File: config.mk
export PLATFORM = sky130hd
export DESIGN_NAME = i2clt_top
export DESIGN_NICKNAME = d
export VERILOG_FILES = /design/src/logic/i2clt_pkg.sv /design/src/logic/i2clt_top.sv
export SDC_FILE = /design/constraint.sdc
export NUM_CORES = 1
export LEC_CHECK = 0
export BUFFER_PORTS_ARGS = -buffer_cell sky130_fd_sc_hd__buf_2
export CORE_ASPECT_RATIO = 1.2
export CORE_MARGIN = 2
export CORE_UTILIZATION = 40
export CTS_BUF_LIST = sky130_fd_sc_hd__clkbuf_8 sky130_fd_sc_hd__clkbuf_16
export CTS_CLUSTER_DIAMETER = 100
export DETAILED_ROUTE_END_ITERATION = 10
export PLACE_DENSITY_LB_ADDON = 0.05
export SLEW_MARGIN = 15
export SYNTH_ARGS = -nofsm -noshare
export SYNTH_HDL_FRONTEND = slang
export SYNTH_SLANG_ARGS = --single-unit
export TNS_END_PERCENT = 5
File: constraint.sdc
create_clock -name pclk -period 2.35 [get_ports pclk]
set_clock_uncertainty 0.1 [all_clocks]
set_input_delay 0.235 -clock pclk [delete_from_list [all_inputs] [get_ports pclk]]
set_output_delay 0.235 -clock pclk [all_outputs]
set_load 0.01 [all_outputs]
File: src/logic/i2clt_pkg.sv
/*
  Shared constants and types for the I2C transfer-length and transmit
  queue block. Assumes a 100 MHz pclk and an 8-bit APB byte address.
*/
`default_nettype none
package i2clt_pkg;
  // ==========================================
  // register byte addresses
  localparam logic [7:0] ADR_SCFG = 8'h04;
  localparam logic [7:0] ADR_MCTL = 8'h0c;
  localparam logic [7:0] ADR_TXP = 8'h10;
  localparam logic [7:0] ADR_STAT = 8'h14;
  localparam logic [7:0] ADR_RXD = 8'h18;
  localparam logic [7:0] ADR_RIS = 8'h20;
  localparam logic [7:0] ADR_MASK = 8'h24;
  localparam logic [7:0] ADR_DMA = 8'h28;
  // ==========================================
  // field positions and reset values
  localparam int MC_OP = 0;
  localparam int MC_LEN_LSB = 15;
  localparam int LEN_W = 11;
  localparam logic [6:0] SCFG_RST = 7'h55;
  localparam int DMA_EN = 0;
  localparam int DMA_BS_LSB = 1;
  localparam int RI_TXNE = 0;
  localparam int RI_SLAVE_READ_REQUEST_FLAG = 1;
  localparam int RI_SLAVE_MORE_DATA_FLAG = 2;
  localparam int RI_STD = 3;
  localparam int RI_MTD = 4;
  localparam int RIS_W = 5;
  // ==========================================
  // queue sizes
  localparam int TXAW = 3;
  localparam logic [TXAW:0] TXD = 4'h8;
  localparam logic [TXAW:0] TXNE_THR = 4'h2;
  localparam int RXAW = 2;
  localparam logic [RXAW:0] RXD = 3'h4;
  // ==========================================
  // status codes
  localparam logic [1:0] OPC_MW = 2'h0;
  localparam logic [1:0] OPC_MR = 2'h1;
  localparam logic [1:0] OPC_RFS = 2'h3;
  localparam logic [1:0] ST_NOP = 2'h0;
  localparam logic [1:0] ST_ONGO = 2'h1;
  localparam logic [1:0] ST_OK = 2'h2;
  localparam logic [1:0] ST_ABORT = 2'h3;
  localparam logic [2:0] CS_NACK_ADDR = 3'h0;
  localparam logic [2:0] CS_NACK_DATA = 3'h1;
  // ==========================================
  // bus timing: half of a 100 kHz bit
  localparam int CLK_NS = 10;
  localparam int T_HALF_NS = 5000;
  localparam logic [9:0] HALF_CYC = 10'(T_HALF_NS / CLK_NS);
  // ==========================================
  // state machines
  typedef enum logic [2:0] {MS_IDLE, MS_START, MS_BIT, MS_ACK, MS_STOP} i2clt_mst_t;
  typedef enum logic [2:0] {SS_IDLE, SS_ADDR, SS_AACK, SS_TX, SS_TXB, SS_TACK,
                            SS_TWAIT} i2clt_slv_t;
endpackage
`default_nettype wire

File: src/logic/i2clt_top.sv
/*
  I2C controller core: master write/read with programmed length, slave
  read-from-slave with transmit queue, APB registers, interrupt, DMA.
  Assumes open-drain pads resolved outside and a DMA engine writing the
  transmit port over APB.
*/
// The implementer's own choice: the APB interface to the registers.
`timescale 1ns/1ps
`default_nettype none
// How it works
// - length field sets master byte count
// - master write drains queue, refilled live
// - master read nacks last programmed byte
// - full receive queue stretches clock low
// - port write pushes byte, bit0 first
// - master write waits for queued byte
// - addressed read raises read-request flag
// - empty queue mid-read raises more-data flag
// - slave stretches clock until data present
// - queue flushed as read-request flag sets
// - slave read end flags done, status
// - cpu mode flags queue nearly empty
// - dma single/burst by free room
// - dma slave read ends with dummy final request
// - operation bit picks write or read
// - status shows last op and state
module i2clt_top import i2clt_pkg::*; (
  input wire logic pclk,
  input wire logic presetn,
  input wire logic psel,
  input wire logic penable,
  input wire logic pwrite,
  input wire logic [7:0] paddr,
  input wire logic [31:0] pwdata,
  output logic [31:0] prdata,
  output logic pready,
  output logic pslverr,
  output logic irq,
  input wire logic scl_i,
  output logic scl_o,
  output logic scl_oen,
  input wire logic sda_i,
  output logic sda_o,
  output logic sda_oen,
  output logic dma_sreq,
  output logic dma_breq,
  output logic dma_last
);
  // ==========================================
  // pin synchronisers and edge finding
  logic [1:0] scl_sy_q, sda_sy_q;
  logic scl_d1_q, sda_d1_q;
  always_ff @(posedge pclk or negedge presetn) begin
    if (!presetn) begin
      scl_sy_q <= 2'h3;
      sda_sy_q <= 2'h3;
      scl_d1_q <= 1'b1;
      sda_d1_q <= 1'b1;
    end else begin
      scl_sy_q <= {scl_sy_q[0], scl_i};
      sda_sy_q <= {sda_sy_q[0], sda_i};
      scl_d1_q <= scl_sy_q[1];
      sda_d1_q <= sda_sy_q[1];
    end
  end
  logic scl_s, sda_s, scl_rise, scl_fall, start_det, stop_det;
  assign scl_s = scl_sy_q[1];
  assign sda_s = sda_sy_q[1];
  assign scl_rise = scl_s & ~scl_d1_q;
  assign scl_fall = ~scl_s & scl_d1_q;
  assign start_det = ~sda_s & sda_d1_q & scl_s;
  assign stop_det = sda_s & ~sda_d1_q & scl_s;

  // ==========================================
  // apb slave: one wait state, data captured before completion
  logic pready_q, pslverr_q, acc, wr_en, rd_en, hit;
  logic [31:0] prdata_q, rd_mux;
  logic [6:0] scfg_q;
  logic [31:0] mctl_q;
  logic [7:0] txp_q;
  logic [2:0] dma_q;
  logic [RIS_W-1:0] ris_q, mask_q;
  logic [1:0] op_q, st_q;
  logic [2:0] cause_q;
  logic [7:0] tx_head, rx_head;
  assign acc = psel & penable & pready_q;
  assign wr_en = acc & pwrite;
  assign rd_en = acc & ~pwrite;
  // read decode, unmapped answers zero with error
  always_comb begin
    hit = 1'b1;
    rd_mux = 32'h0;
    if (paddr == ADR_SCFG) begin
      rd_mux = {25'h0, scfg_q};
    end else if (paddr == ADR_MCTL) begin
      rd_mux = mctl_q;
    end else if (paddr == ADR_TXP) begin
      rd_mux = {24'h0, txp_q};
    end else if (paddr == ADR_STAT) begin
      rd_mux = {25'h0, cause_q, st_q, op_q};
    end else if (paddr == ADR_RXD) begin
      rd_mux = {24'h0, rx_head};
    end else if (paddr == ADR_RIS) begin
      rd_mux = {27'h0, ris_q};
    end else if (paddr == ADR_MASK) begin
      rd_mux = {27'h0, mask_q};
    end else if (paddr == ADR_DMA) begin
      rd_mux = {29'h0, dma_q};
    end else begin
      hit = 1'b0;
    end
  end
  // handshake and read capture
  always_ff @(posedge pclk or negedge presetn) begin
    if (!presetn) begin
      pready_q <= 1'b0;
      pslverr_q <= 1'b0;
      prdata_q <= 32'h0;
    end else begin
      pready_q <= psel & penable & ~pready_q;
      if (psel & penable & ~pready_q) begin
        prdata_q <= pwrite ? 32'h0 : rd_mux;
        pslverr_q <= ~hit;
      end
    end
  end
  // software-written registers
  always_ff @(posedge pclk or negedge presetn) begin
    if (!presetn) begin
      scfg_q <= SCFG_RST;
      mctl_q <= 32'h0;
      txp_q <= 8'h0;
      dma_q <= 3'h0;
      mask_q <= '0;
    end else if (wr_en) begin
      if (paddr == ADR_SCFG) scfg_q <= pwdata[6:0];
      if (paddr == ADR_MCTL) mctl_q <= pwdata;
      if (paddr == ADR_TXP) txp_q <= pwdata[7:0];
      if (paddr == ADR_DMA) dma_q <= pwdata[2:0];
      if (paddr == ADR_MASK) mask_q <= pwdata[RIS_W-1:0];
    end
  end

  // ==========================================
  // transmit and receive queues
  // depths from package
  logic [7:0] txm_q [2**TXAW];
  logic [7:0] rxm_q [2**RXAW];
  logic [TXAW-1:0] txw_q, txr_q;
  logic [TXAW:0] txc_q;
  logic [RXAW-1:0] rxw_q, rxr_q;
  logic [RXAW:0] rxc_q;
  logic tx_push, tx_pop, tx_flush, rx_push, rx_pop, rx_full;
  logic m_pop_q, s_pop_q, s_flush_q, m_rpush_q;
  logic [7:0] m_sh_q;
  assign tx_push = wr_en && paddr == ADR_TXP && txc_q != TXD;
  assign tx_pop = m_pop_q | s_pop_q;
  assign tx_flush = s_flush_q;
  assign tx_head = txm_q[txr_q];
  assign rx_push = m_rpush_q && !rx_full;
  assign rx_pop = rd_en && paddr == ADR_RXD && rxc_q != '0;
  assign rx_full = rxc_q == RXD;
  assign rx_head = rxm_q[rxr_q];
  // storage, no reset needed
  always_ff @(posedge pclk) begin
    if (tx_push) txm_q[txw_q] <= pwdata[7:0];
    if (rx_push) rxm_q[rxw_q] <= m_sh_q;
  end
  // pointers; flush beats push and pop
  always_ff @(posedge pclk or negedge presetn) begin
    if (!presetn) begin
      txw_q <= '0;
      txr_q <= '0;
      txc_q <= '0;
      rxw_q <= '0;
      rxr_q <= '0;
      rxc_q <= '0;
    end else begin
      if (tx_flush) begin
        txw_q <= '0;
        txr_q <= '0;
        txc_q <= '0;
      end else begin
        if (tx_push) txw_q <= txw_q + 1'b1;
        if (tx_pop) txr_q <= txr_q + 1'b1;
        txc_q <= txc_q + (TXAW+1)'(tx_push) - (TXAW+1)'(tx_pop);
      end
      if (rx_push) rxw_q <= rxw_q + 1'b1;
      if (rx_pop) rxr_q <= rxr_q + 1'b1;
      rxc_q <= rxc_q + (RXAW+1)'(rx_push) - (RXAW+1)'(rx_pop);
    end
  end

  // ==========================================
  // master engine
  i2clt_mst_t m_st_q;
  i2clt_slv_t s_st_q;
  logic m_half_q, m_adr_q, m_rd_q, m_scl_q, m_sda_q, m_ld_q;
  logic m_go_q, m_start_q, m_done_q, m_ab_q;
  logic [2:0] m_bit_q, m_cause_q;
  logic [9:0] m_tc_q;
  logic [LEN_W-1:0] m_left_q;
  logic tend, m_rx, m_stall;
  assign tend = m_tc_q == HALF_CYC - 10'h1;
  assign m_rx = m_rd_q & ~m_adr_q;
  assign m_stall = !m_half_q && m_bit_q == 3'h0 && (m_ld_q || (m_rx && rx_full));
  always_ff @(posedge pclk or negedge presetn) begin
    if (!presetn) begin
      m_st_q <= MS_IDLE;
      m_half_q <= 1'b0;
      m_adr_q <= 1'b0;
      m_rd_q <= 1'b0;
      m_scl_q <= 1'b0;
      m_sda_q <= 1'b0;
      m_ld_q <= 1'b0;
      m_bit_q <= 3'h0;
      m_tc_q <= 10'h0;
      m_sh_q <= 8'h0;
      m_left_q <= '0;
      m_pop_q <= 1'b0;
      m_rpush_q <= 1'b0;
      m_start_q <= 1'b0;
      m_done_q <= 1'b0;
      m_ab_q <= 1'b0;
      m_cause_q <= 3'h0;
    end else begin
      m_pop_q <= 1'b0;
      m_rpush_q <= 1'b0;
      m_start_q <= 1'b0;
      m_done_q <= 1'b0;
      if (m_st_q != MS_IDLE && !m_stall) m_tc_q <= tend ? 10'h0 : m_tc_q + 10'h1;
      case (m_st_q)
        MS_IDLE: begin
          m_tc_q <= 10'h0;
          if (m_go_q && s_st_q == SS_IDLE && (mctl_q[MC_OP] || txc_q != '0)) begin
            m_st_q <= MS_START;
            m_start_q <= 1'b1;
            m_rd_q <= mctl_q[MC_OP];
            m_left_q <= mctl_q[MC_LEN_LSB +: LEN_W];
            m_sh_q <= mctl_q[7:0];
            m_adr_q <= 1'b1;
            m_bit_q <= 3'h0;
            m_half_q <= 1'b0;
            m_ab_q <= 1'b0;
            m_sda_q <= 1'b1;
          end
        end
        MS_START: begin
          if (tend) begin
            m_scl_q <= 1'b1;
            m_sda_q <= ~m_sh_q[7];
            m_st_q <= MS_BIT;
          end
        end
        MS_BIT: begin
          if (m_ld_q && !m_half_q && txc_q != '0) begin
            m_sh_q <= tx_head;
            m_sda_q <= ~tx_head[0];
            m_pop_q <= 1'b1;
            m_ld_q <= 1'b0;
          end
          if (tend && !m_stall && !m_half_q) begin
            m_half_q <= 1'b1;
            m_scl_q <= 1'b0;
          end else if (tend && m_half_q) begin
            m_half_q <= 1'b0;
            m_scl_q <= 1'b1;
            if (m_rx) m_sh_q <= {sda_s, m_sh_q[7:1]};
            else if (m_adr_q) m_sh_q <= {m_sh_q[6:0], 1'b0};
            else m_sh_q <= {1'b0, m_sh_q[7:1]};
            if (m_bit_q == 3'h7) begin
              m_st_q <= MS_ACK;
              m_rpush_q <= m_rx;
              m_sda_q <= m_rx && m_left_q != 11'h1;
            end else begin
              m_bit_q <= m_bit_q + 3'h1;
              m_sda_q <= m_rx ? 1'b0 : ~(m_adr_q ? m_sh_q[6] : m_sh_q[1]);
            end
          end
        end
        MS_ACK: begin
          if (tend && !m_half_q) begin
            m_half_q <= 1'b1;
            m_scl_q <= 1'b0;
          end else if (tend) begin
            m_half_q <= 1'b0;
            m_scl_q <= 1'b1;
            m_bit_q <= 3'h0;
            m_sda_q <= 1'b0;
            m_st_q <= MS_BIT;
            if (!m_rx && sda_s) begin
              m_ab_q <= 1'b1;
              m_cause_q <= m_adr_q ? CS_NACK_ADDR : CS_NACK_DATA;
              m_sda_q <= 1'b1;
              m_st_q <= MS_STOP;
            end else if (m_adr_q && m_left_q == '0) begin
              m_sda_q <= 1'b1;
              m_st_q <= MS_STOP;
            end else if (!m_adr_q && m_left_q == 11'h1) begin
              m_left_q <= '0;
              m_sda_q <= 1'b1;
              m_st_q <= MS_STOP;
            end else begin
              m_adr_q <= 1'b0;
              if (!m_adr_q) m_left_q <= m_left_q - 11'h1;
              m_ld_q <= !m_rd_q;
            end
          end
        end
        MS_STOP: begin
          if (tend && !m_half_q) begin
            m_half_q <= 1'b1;
            m_scl_q <= 1'b0;
          end else if (tend) begin
            m_half_q <= 1'b0;
            m_sda_q <= 1'b0;
            m_done_q <= 1'b1;
            m_st_q <= MS_IDLE;
          end
        end
        default: m_st_q <= MS_IDLE;
      endcase
    end
  end
  // start request, held until the master leaves idle
  always_ff @(posedge pclk or negedge presetn) begin
    if (!presetn) m_go_q <= 1'b0;
    else if (wr_en && paddr == ADR_MCTL) m_go_q <= 1'b1;
    else if (m_start_q) m_go_q <= 1'b0;
  end

  // ==========================================
  // slave read-from-slave engine
  logic [2:0] s_bit_q;
  logic [7:0] s_sh_q;
  logic s_first_q, s_asked_q, s_scl_q, s_sda_q, s_more_q, s_done_q;
  logic [7:0] s_adr;
  assign s_adr = {s_sh_q[6:0], sda_s};
  always_ff @(posedge pclk or negedge presetn) begin
    if (!presetn) begin
      s_st_q <= SS_IDLE;
      s_bit_q <= 3'h0;
      s_sh_q <= 8'h0;
      s_first_q <= 1'b0;
      s_asked_q <= 1'b0;
      s_scl_q <= 1'b0;
      s_sda_q <= 1'b0;
      s_pop_q <= 1'b0;
      s_flush_q <= 1'b0;
      s_more_q <= 1'b0;
      s_done_q <= 1'b0;
    end else begin
      s_pop_q <= 1'b0;
      s_flush_q <= 1'b0;
      s_more_q <= 1'b0;
      s_done_q <= 1'b0;
      case (s_st_q)
        SS_ADDR: begin
          if (scl_rise) begin
            s_sh_q <= s_adr;
            s_bit_q <= s_bit_q + 3'h1;
            if (s_bit_q == 3'h7 && s_adr == {scfg_q, 1'b1}) begin
              s_st_q <= SS_AACK;
              s_flush_q <= 1'b1;
              s_first_q <= 1'b1;
            end else if (s_bit_q == 3'h7) begin
              s_st_q <= SS_IDLE;
            end
          end
        end
        SS_AACK: begin
          if (scl_fall && !s_sda_q) begin
            s_sda_q <= 1'b1;
          end else if (scl_fall) begin
            s_sda_q <= 1'b0;
            s_scl_q <= 1'b1;
            s_st_q <= SS_TX;
          end
        end
        SS_TX: begin
          if (txc_q != '0 && !tx_flush) begin
            s_sh_q <= tx_head;
            s_sda_q <= ~tx_head[0];
            s_pop_q <= 1'b1;
            s_bit_q <= 3'h0;
            s_first_q <= 1'b0;
            s_asked_q <= 1'b0;
            s_st_q <= SS_TXB;
          end else if (!s_first_q && !s_asked_q) begin
            s_more_q <= 1'b1;
            s_asked_q <= 1'b1;
          end
        end
        SS_TXB: begin
          if (s_scl_q && !s_pop_q) s_scl_q <= 1'b0;
          if (scl_fall && s_bit_q == 3'h7) begin
            s_sda_q <= 1'b0;
            s_st_q <= SS_TACK;
          end else if (scl_fall) begin
            s_sh_q <= {1'b0, s_sh_q[7:1]};
            s_sda_q <= ~s_sh_q[1];
            s_bit_q <= s_bit_q + 3'h1;
          end
        end
        SS_TACK: begin
          if (scl_rise && sda_s) begin
            s_done_q <= 1'b1;
            s_st_q <= SS_IDLE;
          end else if (scl_rise) begin
            s_st_q <= SS_TWAIT;
          end
        end
        SS_TWAIT: begin
          if (scl_fall) begin
            s_scl_q <= 1'b1;
            s_st_q <= SS_TX;
          end
        end
        default: s_st_q <= SS_IDLE;
      endcase
      if (start_det && m_st_q == MS_IDLE) begin
        s_st_q <= SS_ADDR;
        s_bit_q <= 3'h0;
        s_scl_q <= 1'b0;
        s_sda_q <= 1'b0;
      end else if (stop_det) begin
        s_st_q <= SS_IDLE;
        s_scl_q <= 1'b0;
        s_sda_q <= 1'b0;
      end
    end
  end

  // ==========================================
  // status, interrupts, dma requests and pads
  logic [RIS_W-1:0] ris_set;
  logic [TXAW:0] tx_free, burst;
  logic txne_ev, dma_act, irq_q, dma_sreq_q, dma_breq_q, dma_last_q;
  logic scl_o_q, scl_oen_q, sda_o_q, sda_oen_q, sda_pull_q;
  assign txne_ev = tx_pop && !tx_flush && txc_q == TXNE_THR + 4'h1 && !dma_q[DMA_EN];
  assign ris_set = {m_done_q, s_done_q, s_more_q, s_flush_q, txne_ev};
  assign tx_free = TXD - txc_q;
  assign burst = (TXAW+1)'(1) << dma_q[DMA_BS_LSB +: 2];
  assign dma_act = (m_st_q != MS_IDLE && !m_rd_q) || (s_st_q >= SS_AACK);
  always_ff @(posedge pclk or negedge presetn) begin
    if (!presetn) begin
      op_q <= OPC_MW;
      st_q <= ST_NOP;
      cause_q <= 3'h0;
    end else begin
      if (m_start_q) begin
        op_q <= m_rd_q ? OPC_MR : OPC_MW;
        st_q <= ST_ONGO;
      end
      if (m_done_q) begin
        st_q <= m_ab_q ? ST_ABORT : ST_OK;
        cause_q <= m_cause_q;
      end
      if (s_flush_q) begin
        op_q <= OPC_RFS;
        st_q <= ST_ONGO;
      end
      if (s_done_q) st_q <= ST_OK;
    end
  end
  // sticky flags, read clears what was returned, set wins
  always_ff @(posedge pclk or negedge presetn) begin
    if (!presetn) begin
      ris_q <= '0;
      irq_q <= 1'b0;
    end else begin
      ris_q <= (ris_q & ~((rd_en && paddr == ADR_RIS) ? prdata_q[RIS_W-1:0] : '0)) | ris_set;
      irq_q <= |(ris_q & mask_q);
    end
  end
  // single or burst by free room
  always_ff @(posedge pclk or negedge presetn) begin
    if (!presetn) begin
      dma_sreq_q <= 1'b0;
      dma_breq_q <= 1'b0;
      dma_last_q <= 1'b0;
    end else if (dma_q[DMA_EN] && s_done_q) begin
      dma_last_q <= 1'b1;
      dma_breq_q <= burst != 4'h1;
      dma_sreq_q <= burst == 4'h1;
    end else begin
      dma_last_q <= 1'b0;
      dma_breq_q <= dma_q[DMA_EN] && dma_act && tx_free >= burst && burst != 4'h1;
      dma_sreq_q <= dma_q[DMA_EN] && dma_act && tx_free != '0 && !(tx_free >= burst && burst != 4'h1);
    end
  end
  // open-drain pads, enable low means pull low
  always_ff @(posedge pclk or negedge presetn) begin
    if (!presetn) begin
      scl_o_q <= 1'b0;
      sda_o_q <= 1'b0;
      scl_oen_q <= 1'b1;
      sda_oen_q <= 1'b1;
      sda_pull_q <= 1'b0;
    end else begin
      scl_o_q <= 1'b0;
      sda_o_q <= 1'b0;
      scl_oen_q <= ~(m_scl_q | s_scl_q);
      // sda trails scl by a clock so data never moves on a clock edge
      sda_pull_q <= m_sda_q | s_sda_q;
      sda_oen_q <= ~sda_pull_q;
    end
  end
  assign prdata = prdata_q;
  assign pready = pready_q;
  assign pslverr = pslverr_q;
  assign irq = irq_q;
  assign scl_o = scl_o_q;
  assign scl_oen = scl_oen_q;
  assign sda_o = sda_o_q;
  assign sda_oen = sda_oen_q;
  assign dma_sreq = dma_sreq_q;
  assign dma_breq = dma_breq_q;
  assign dma_last = dma_last_q;
endmodule
`default_nettype wire

# Yosys cells after proc, flatten, opt, wreduce, memory -nomap -nowiden
# Memories as Yosys holds them, arrays and structs flattened.
# Index checks and enable logic that the tools add are counted.
# op_classes
eq_ne	66
reduce_logical	111
muxes	185
bitwise_logic	34
addsub	13
order_cmp	2
shifts	1
# ops
operator	n
$mux W3	37
$mux W8	13
$mux W1	96
$mux W32	3
$mux W11	7
$logic_and A1 B1 Y1	42
$ne A2 B2 Y1 const B	21
$reduce_and A7 Y1	5
$mux W10	3
$eq A8 B5 Y1 const B	3
$eq A8 B6 Y1 const B	3
$ne A4 B4 Y1 const B	6
$pmux W8 S3	1
$pmux W11 S2	1
$eq A3 B3 Y1 const B	7
$ne A5 B5 Y1 const B	4
$reduce_bool A2 Y1	10
$reduce_bool A4 Y1	5
$ne A3 B3 Y1 const B	6
$pmux W3 S3	2
$pmux W3 S6	1
$pmux W8 S2	1
$reduce_and A2 Y1	8
$reduce_and A4 Y1	4
other kinds (50)	123
# word_totals
n_memories	2
input_bits	47
elab_cells	472
out_inout_bits	42
mem_bits_rw	96
ff_bits	203
# memory_table
name	depth	word_bits	read_ports	rd_ports_with_merged_regs	wr	line_no	rtl
txm_q	8	8	1	0	1	i2clt_top.sv:147	logic [7:0] txm_q [2**TXAW];
rxm_q	4	8	1	0	1	i2clt_top.sv:148	logic [7:0] rxm_q [2**RXAW];

# Depth between registers and ports, before layout
# logic_depth
depth_word	10
ltp_mapped	13
ltp_nobuf	12

# Least setup slack after synthesis
# OpenSTA, ideal clock, no wires.
# synth_timing
path_type	in2reg
start	input paddr[5]
end	memory txm_q[2][0] (enable)
cell_stages	5
setup_time_ps	383
t_arrival_ps	2154
n_path_buf	1
required_ps	1867
path_slack_ps	-288
cell_sequence	or4b_2 > nor3_2 > buf_2 > nand3_1 > nor3_1
# synth_via
elab_chain_cells	5
# synth_rtl
element	line_no	rtl
from (decl)	i2clt_top.sv:33	input wire logic [7:0] paddr,
$eq A8 B5 Y1	i2clt_top.sv:156	assign tx_push = wr_en && paddr == ADR_TXP && txc_q != TXD;
$logic_and A1 B1 Y1 (2 in a row)	i2clt_top.sv:156	
$mux W1	i2clt_top.sv:166	if (tx_push) txm_q[txw_q] <= pwdata[7:0];
$mux W1 (not written as such)	i2clt_top.sv:166	
to (decl)	i2clt_top.sv:147	
# No other way between the ends.

# Worst setup path after layout
# layout_timing
start	register rxc_q[0]
end	register m_scl_q
# layout_via
elab_chain_cells	9
elab_cells_between_ends	11
classes_between	2 x eq/ne; 2 x mux; 7 x reduce/logical
# layout_rtl
element	line_no	rtl
from (decl)	i2clt_top.sv:152	logic [RXAW:0] rxc_q;
from (signal assigned)	i2clt_top.sv:190	rxc_q <= rxc_q + (RXAW+1)'(rx_push) - (RXAW+1)'(rx_pop);
$eq A3 B3 Y1 *	i2clt_top.sv:162	assign rx_full = rxc_q == RXD;
$logic_and A1 B1 Y1 *	i2clt_top.sv:206	assign m_stall = !m_half_q && m_bit_q == 3'h0 && (m_ld_q || (m_rx && rx_full));
$logic_or A1 B1 Y1 *	i2clt_top.sv:206	
$logic_and A1 B1 Y1 *	i2clt_top.sv:206	
$logic_not A1 Y1 *	i2clt_top.sv:262	if (tend && !m_stall && !m_half_q) begin
$logic_and A1 B1 Y1 * (2 in a row)	i2clt_top.sv:262	
$mux W1 / $ne A3 B3 Y1 (equally long branches)	n/a	
$pmux W1 S4 / $reduce_and A3 Y1 (equally long branches)	n/a	
to (signal assigned)	i2clt_top.sv:250	m_scl_q <= 1'b1;
to (signal assigned)	i2clt_top.sv:264	m_scl_q <= 1'b0;
to (signal assigned)	i2clt_top.sv:267	m_scl_q <= 1'b1;
to (decl)	i2clt_top.sv:198	logic m_half_q, m_adr_q, m_rd_q, m_scl_q, m_sda_q, m_ld_q;
# Every way passes the cells marked *; elsewhere a longest branch is shown, timed or not.
# A chain may end at the register's enable or synchronous reset.

==> results.cfg <==
[synth]
ys_types = 85
avgSynthCellArea_um2 = 12.3
synth_ff_type = dfrtp_1
yosysWarningCount = 0
seq_area_frac_synth_pct = 57.0
synth_edf_count = 96
synthArstFlopShare_pct = 67.5
yosys_register_bits = 295
syn_area_um2 = 13800
syn-instance-count = 1122

[die]
ios = 89
start_util_pct = 40.6
die-height_um = 208
die_w_um = 174
num_rows = 74
core_region_area_um2 = 34100
die_area_um2 = 36100

[timing]
worst_pin_slew_ns = 0.823
slew_violations = 0
relSlewSlack_pct = 45.2
fmax_mhz = 431
finalHoldViolations = 0
whs_ns = 0.0219
min_period_ns = 2.32
setup_viol_count_final = 0
period_share_pct = 98.6
rsz0062_at_grt = true

[critical_path]
crit_path_end_kind = flip-flop
worstSetupStartpointType = flip-flop
critPathMaxFanout = 5
crit_type = reg -> reg
crit_required_ns = 2.65
worstPathArrival_ns = 2.62
rrSetupSlack_ns = 0.03

[route]
via_per_inst = 5.39
drc = 0
wl_per_cell_um = 20.3
drt-pass1-iter-count = 5
ant_nets = 0
num_vias = 9763
drt_wl_total_um = 36800
initialDrtViolationCount = 597

[global_routing]
grt_pass1_wl_um = 58500
grt_max_degree = 69
overflow = 0
antenna_found_initial = 0
track_usage_pct = 20.7
grt_pass1_vias = 10100

[power]
p_per_area_nw_per_um2 = 650
p_leak_nw = 7.29
irDropWorstVdd_mv = 0.444
power.total_mw = 11.1

[clock_tree]
path_clk_slew_ns = 0.06
root_buffer = clkbuf_16
cts_buffers = 34
clk_latency_ns = 0.52
cts.sinks = 295
clk_path_buf_depth = 3
htreeDepth = 2
tritoncts = built

[finish]
layout_common_cells = dfrtp_1 (187), buf_4 (104), edfxtp_1 (96), buf_2 (85), nand2_1 (73)
area_growth_pct = 23.1
layout.cells.most_common = dfrtp_1
num_antenna_cells = 0
nets = 1410
layout-drive-gt1-share_pct = 28.5

[placement]
io_buffer_count = 86
gp_congestion = 0.807
dp_hpwl_um = 25800

[min_path]
hp-class = in -> reg

[run_status]
outcome = finished, final reports clean

[job]
cap_violations = 0
-- cells by family after synthesis --
family          count (synthesis)  share of synthesized area (%)
flops                         295                           57.0
other cells                     1                         0.0271
compound gates                267                           13.5
mux                           112                           10.9
simple gates                  296                           11.2
xor+xnor                       23                           1.46
fa+ha+maj                      33                           3.10
buf+inv                        95                           2.83
-- routing by layer --
metal  track usage, %  vias to the layer above  part of all wire [%]  wire (µm)
li1                 -                     4633                     -          -
met3             2.80                       56                   2.7       1000
met2             36.6                      151                    51      18800
met5                0                        -                     0          0
met1             26.4                     4923                    44      16100
met4             6.09                        0                   2.5        928
-- state kept, by name (all words and copies together) (netlist names), 5 cells and up --
| register | flops |
|---|---|
| txm_q | 64 |
| m_tc_q | 10 |
| mctl_q | 32 |
| rxm_q | 32 |
| ris_q | 5 |
| s_sh_q | 8 |
| mask_q | 5 |
| m_sh_q | 8 |
| m_left_q | 11 |
| txp_q | 8 |
| prdata | 32 |
| scfg_q | 7 |
-- metrics by stage --
stage	cells	setup TNS [ns]	setup slack [ns]	instance area [µm²]	util, %
6_report	1812	0	0.0321	17000	49.9
3_5_place_dp	1720	-14.50	-0.353	15500	45.6
4_1_cts	1812	0	0.000274	17000	49.9
3_3_place_gp	1720	-13.62	-0.352	15500	45.6
5_1_grt	1812	-0.109	-0.0482	17000	49.9
2_1_floorplan	1123	-2.92	-0.139	13900	-
-- report_power, final --
group	total (mW)	internal, mW	switching [mW]
logic	0.376	0.157	0.219
registers	5.35	5.33	0.0200
clock network	5.33	3.18	2.15
-- cell type report --
| class | count | area, µm² |
|---|---|---|
| well taps | 456 | 571 |
| fillers | 3162 | 17100 |
| clock inverters | 23 | 205 |
| flip-flops and latches | 295 | 7880 |
| multi-input cells | 733 | 5610 |
| inverters | 39 | 146 |
| repair buffers | 227 | 1670 |
| clock buffers | 39 | 931 |
-- final timing paths --
path | start | endpoint | cells after the start
min in group asynchronous | presetn | s_bit_q[2] | 2
max in group asynchronous | presetn | sda_sy_q[1] | 3
max | rxc_q[0] | m_scl_q | 6
min reg2reg | scl_sy_q[0] | scl_sy_q[1] | 0
min | pwdata[5] | txm_q[1][5] | 1
max reg2reg | rxc_q[0] | m_scl_q | 6
-- critical path, cell delays in order (launching register included) --
cell and delay [ns]:
dfrtp_1 0.37, or3b_4 0.42, buf_12 0.15, o41a_1 0.41, or2_4 0.26, a31oi_4 0.17
mux2_1 0.32
-- Yosys cell counts (6+ instances only) --
master     instances  share of area, %
mux2i_1           22               1.6
buf_2             16              0.58
a21oi_1           59               2.1
nor2_1            60               1.6
nand4_1            6              0.27
a32oi_1            8              0.51
mux2_2            65               5.3
ha_1              31               2.8
nor3_1            29               1.1
dfrtp_1          187                34
o21ai_0           44               1.6
and2_1             8              0.36
nor2b_1           16              0.72
inv_1             38               1.0
edfxtp_1          96                21
a211oi_1           9              0.49
o31ai_1           14              0.76
nand3b_1           6              0.33
a21o_1            10              0.54
nand2_1           74               2.0
o22ai_1           15              0.68
xor2_1             7              0.44
and3_1             9              0.41
nor4_1             8              0.36
a22oi_1            9              0.49
mux4_2            24               3.9
o2111ai_1          7              0.44
nand3_1           21              0.76
dfstp_2           12               2.3
xnor2_1           16               1.0
clkbuf_1          35              0.95
a211o_1            6              0.38
o211ai_1           7              0.38
a22o_1            28               1.8
nand2b_1          18              0.81
-- what timing repair did --
item,in CTS,in global routing
pin swaps,3,1
endpoints found under the setup margin,1,11
hold endpoints to repair,228,0
hold buffers,29,0
resized for setup,4,4
setup buffers,1,0
Note: power is estimated with default switching activity, not from simulation.
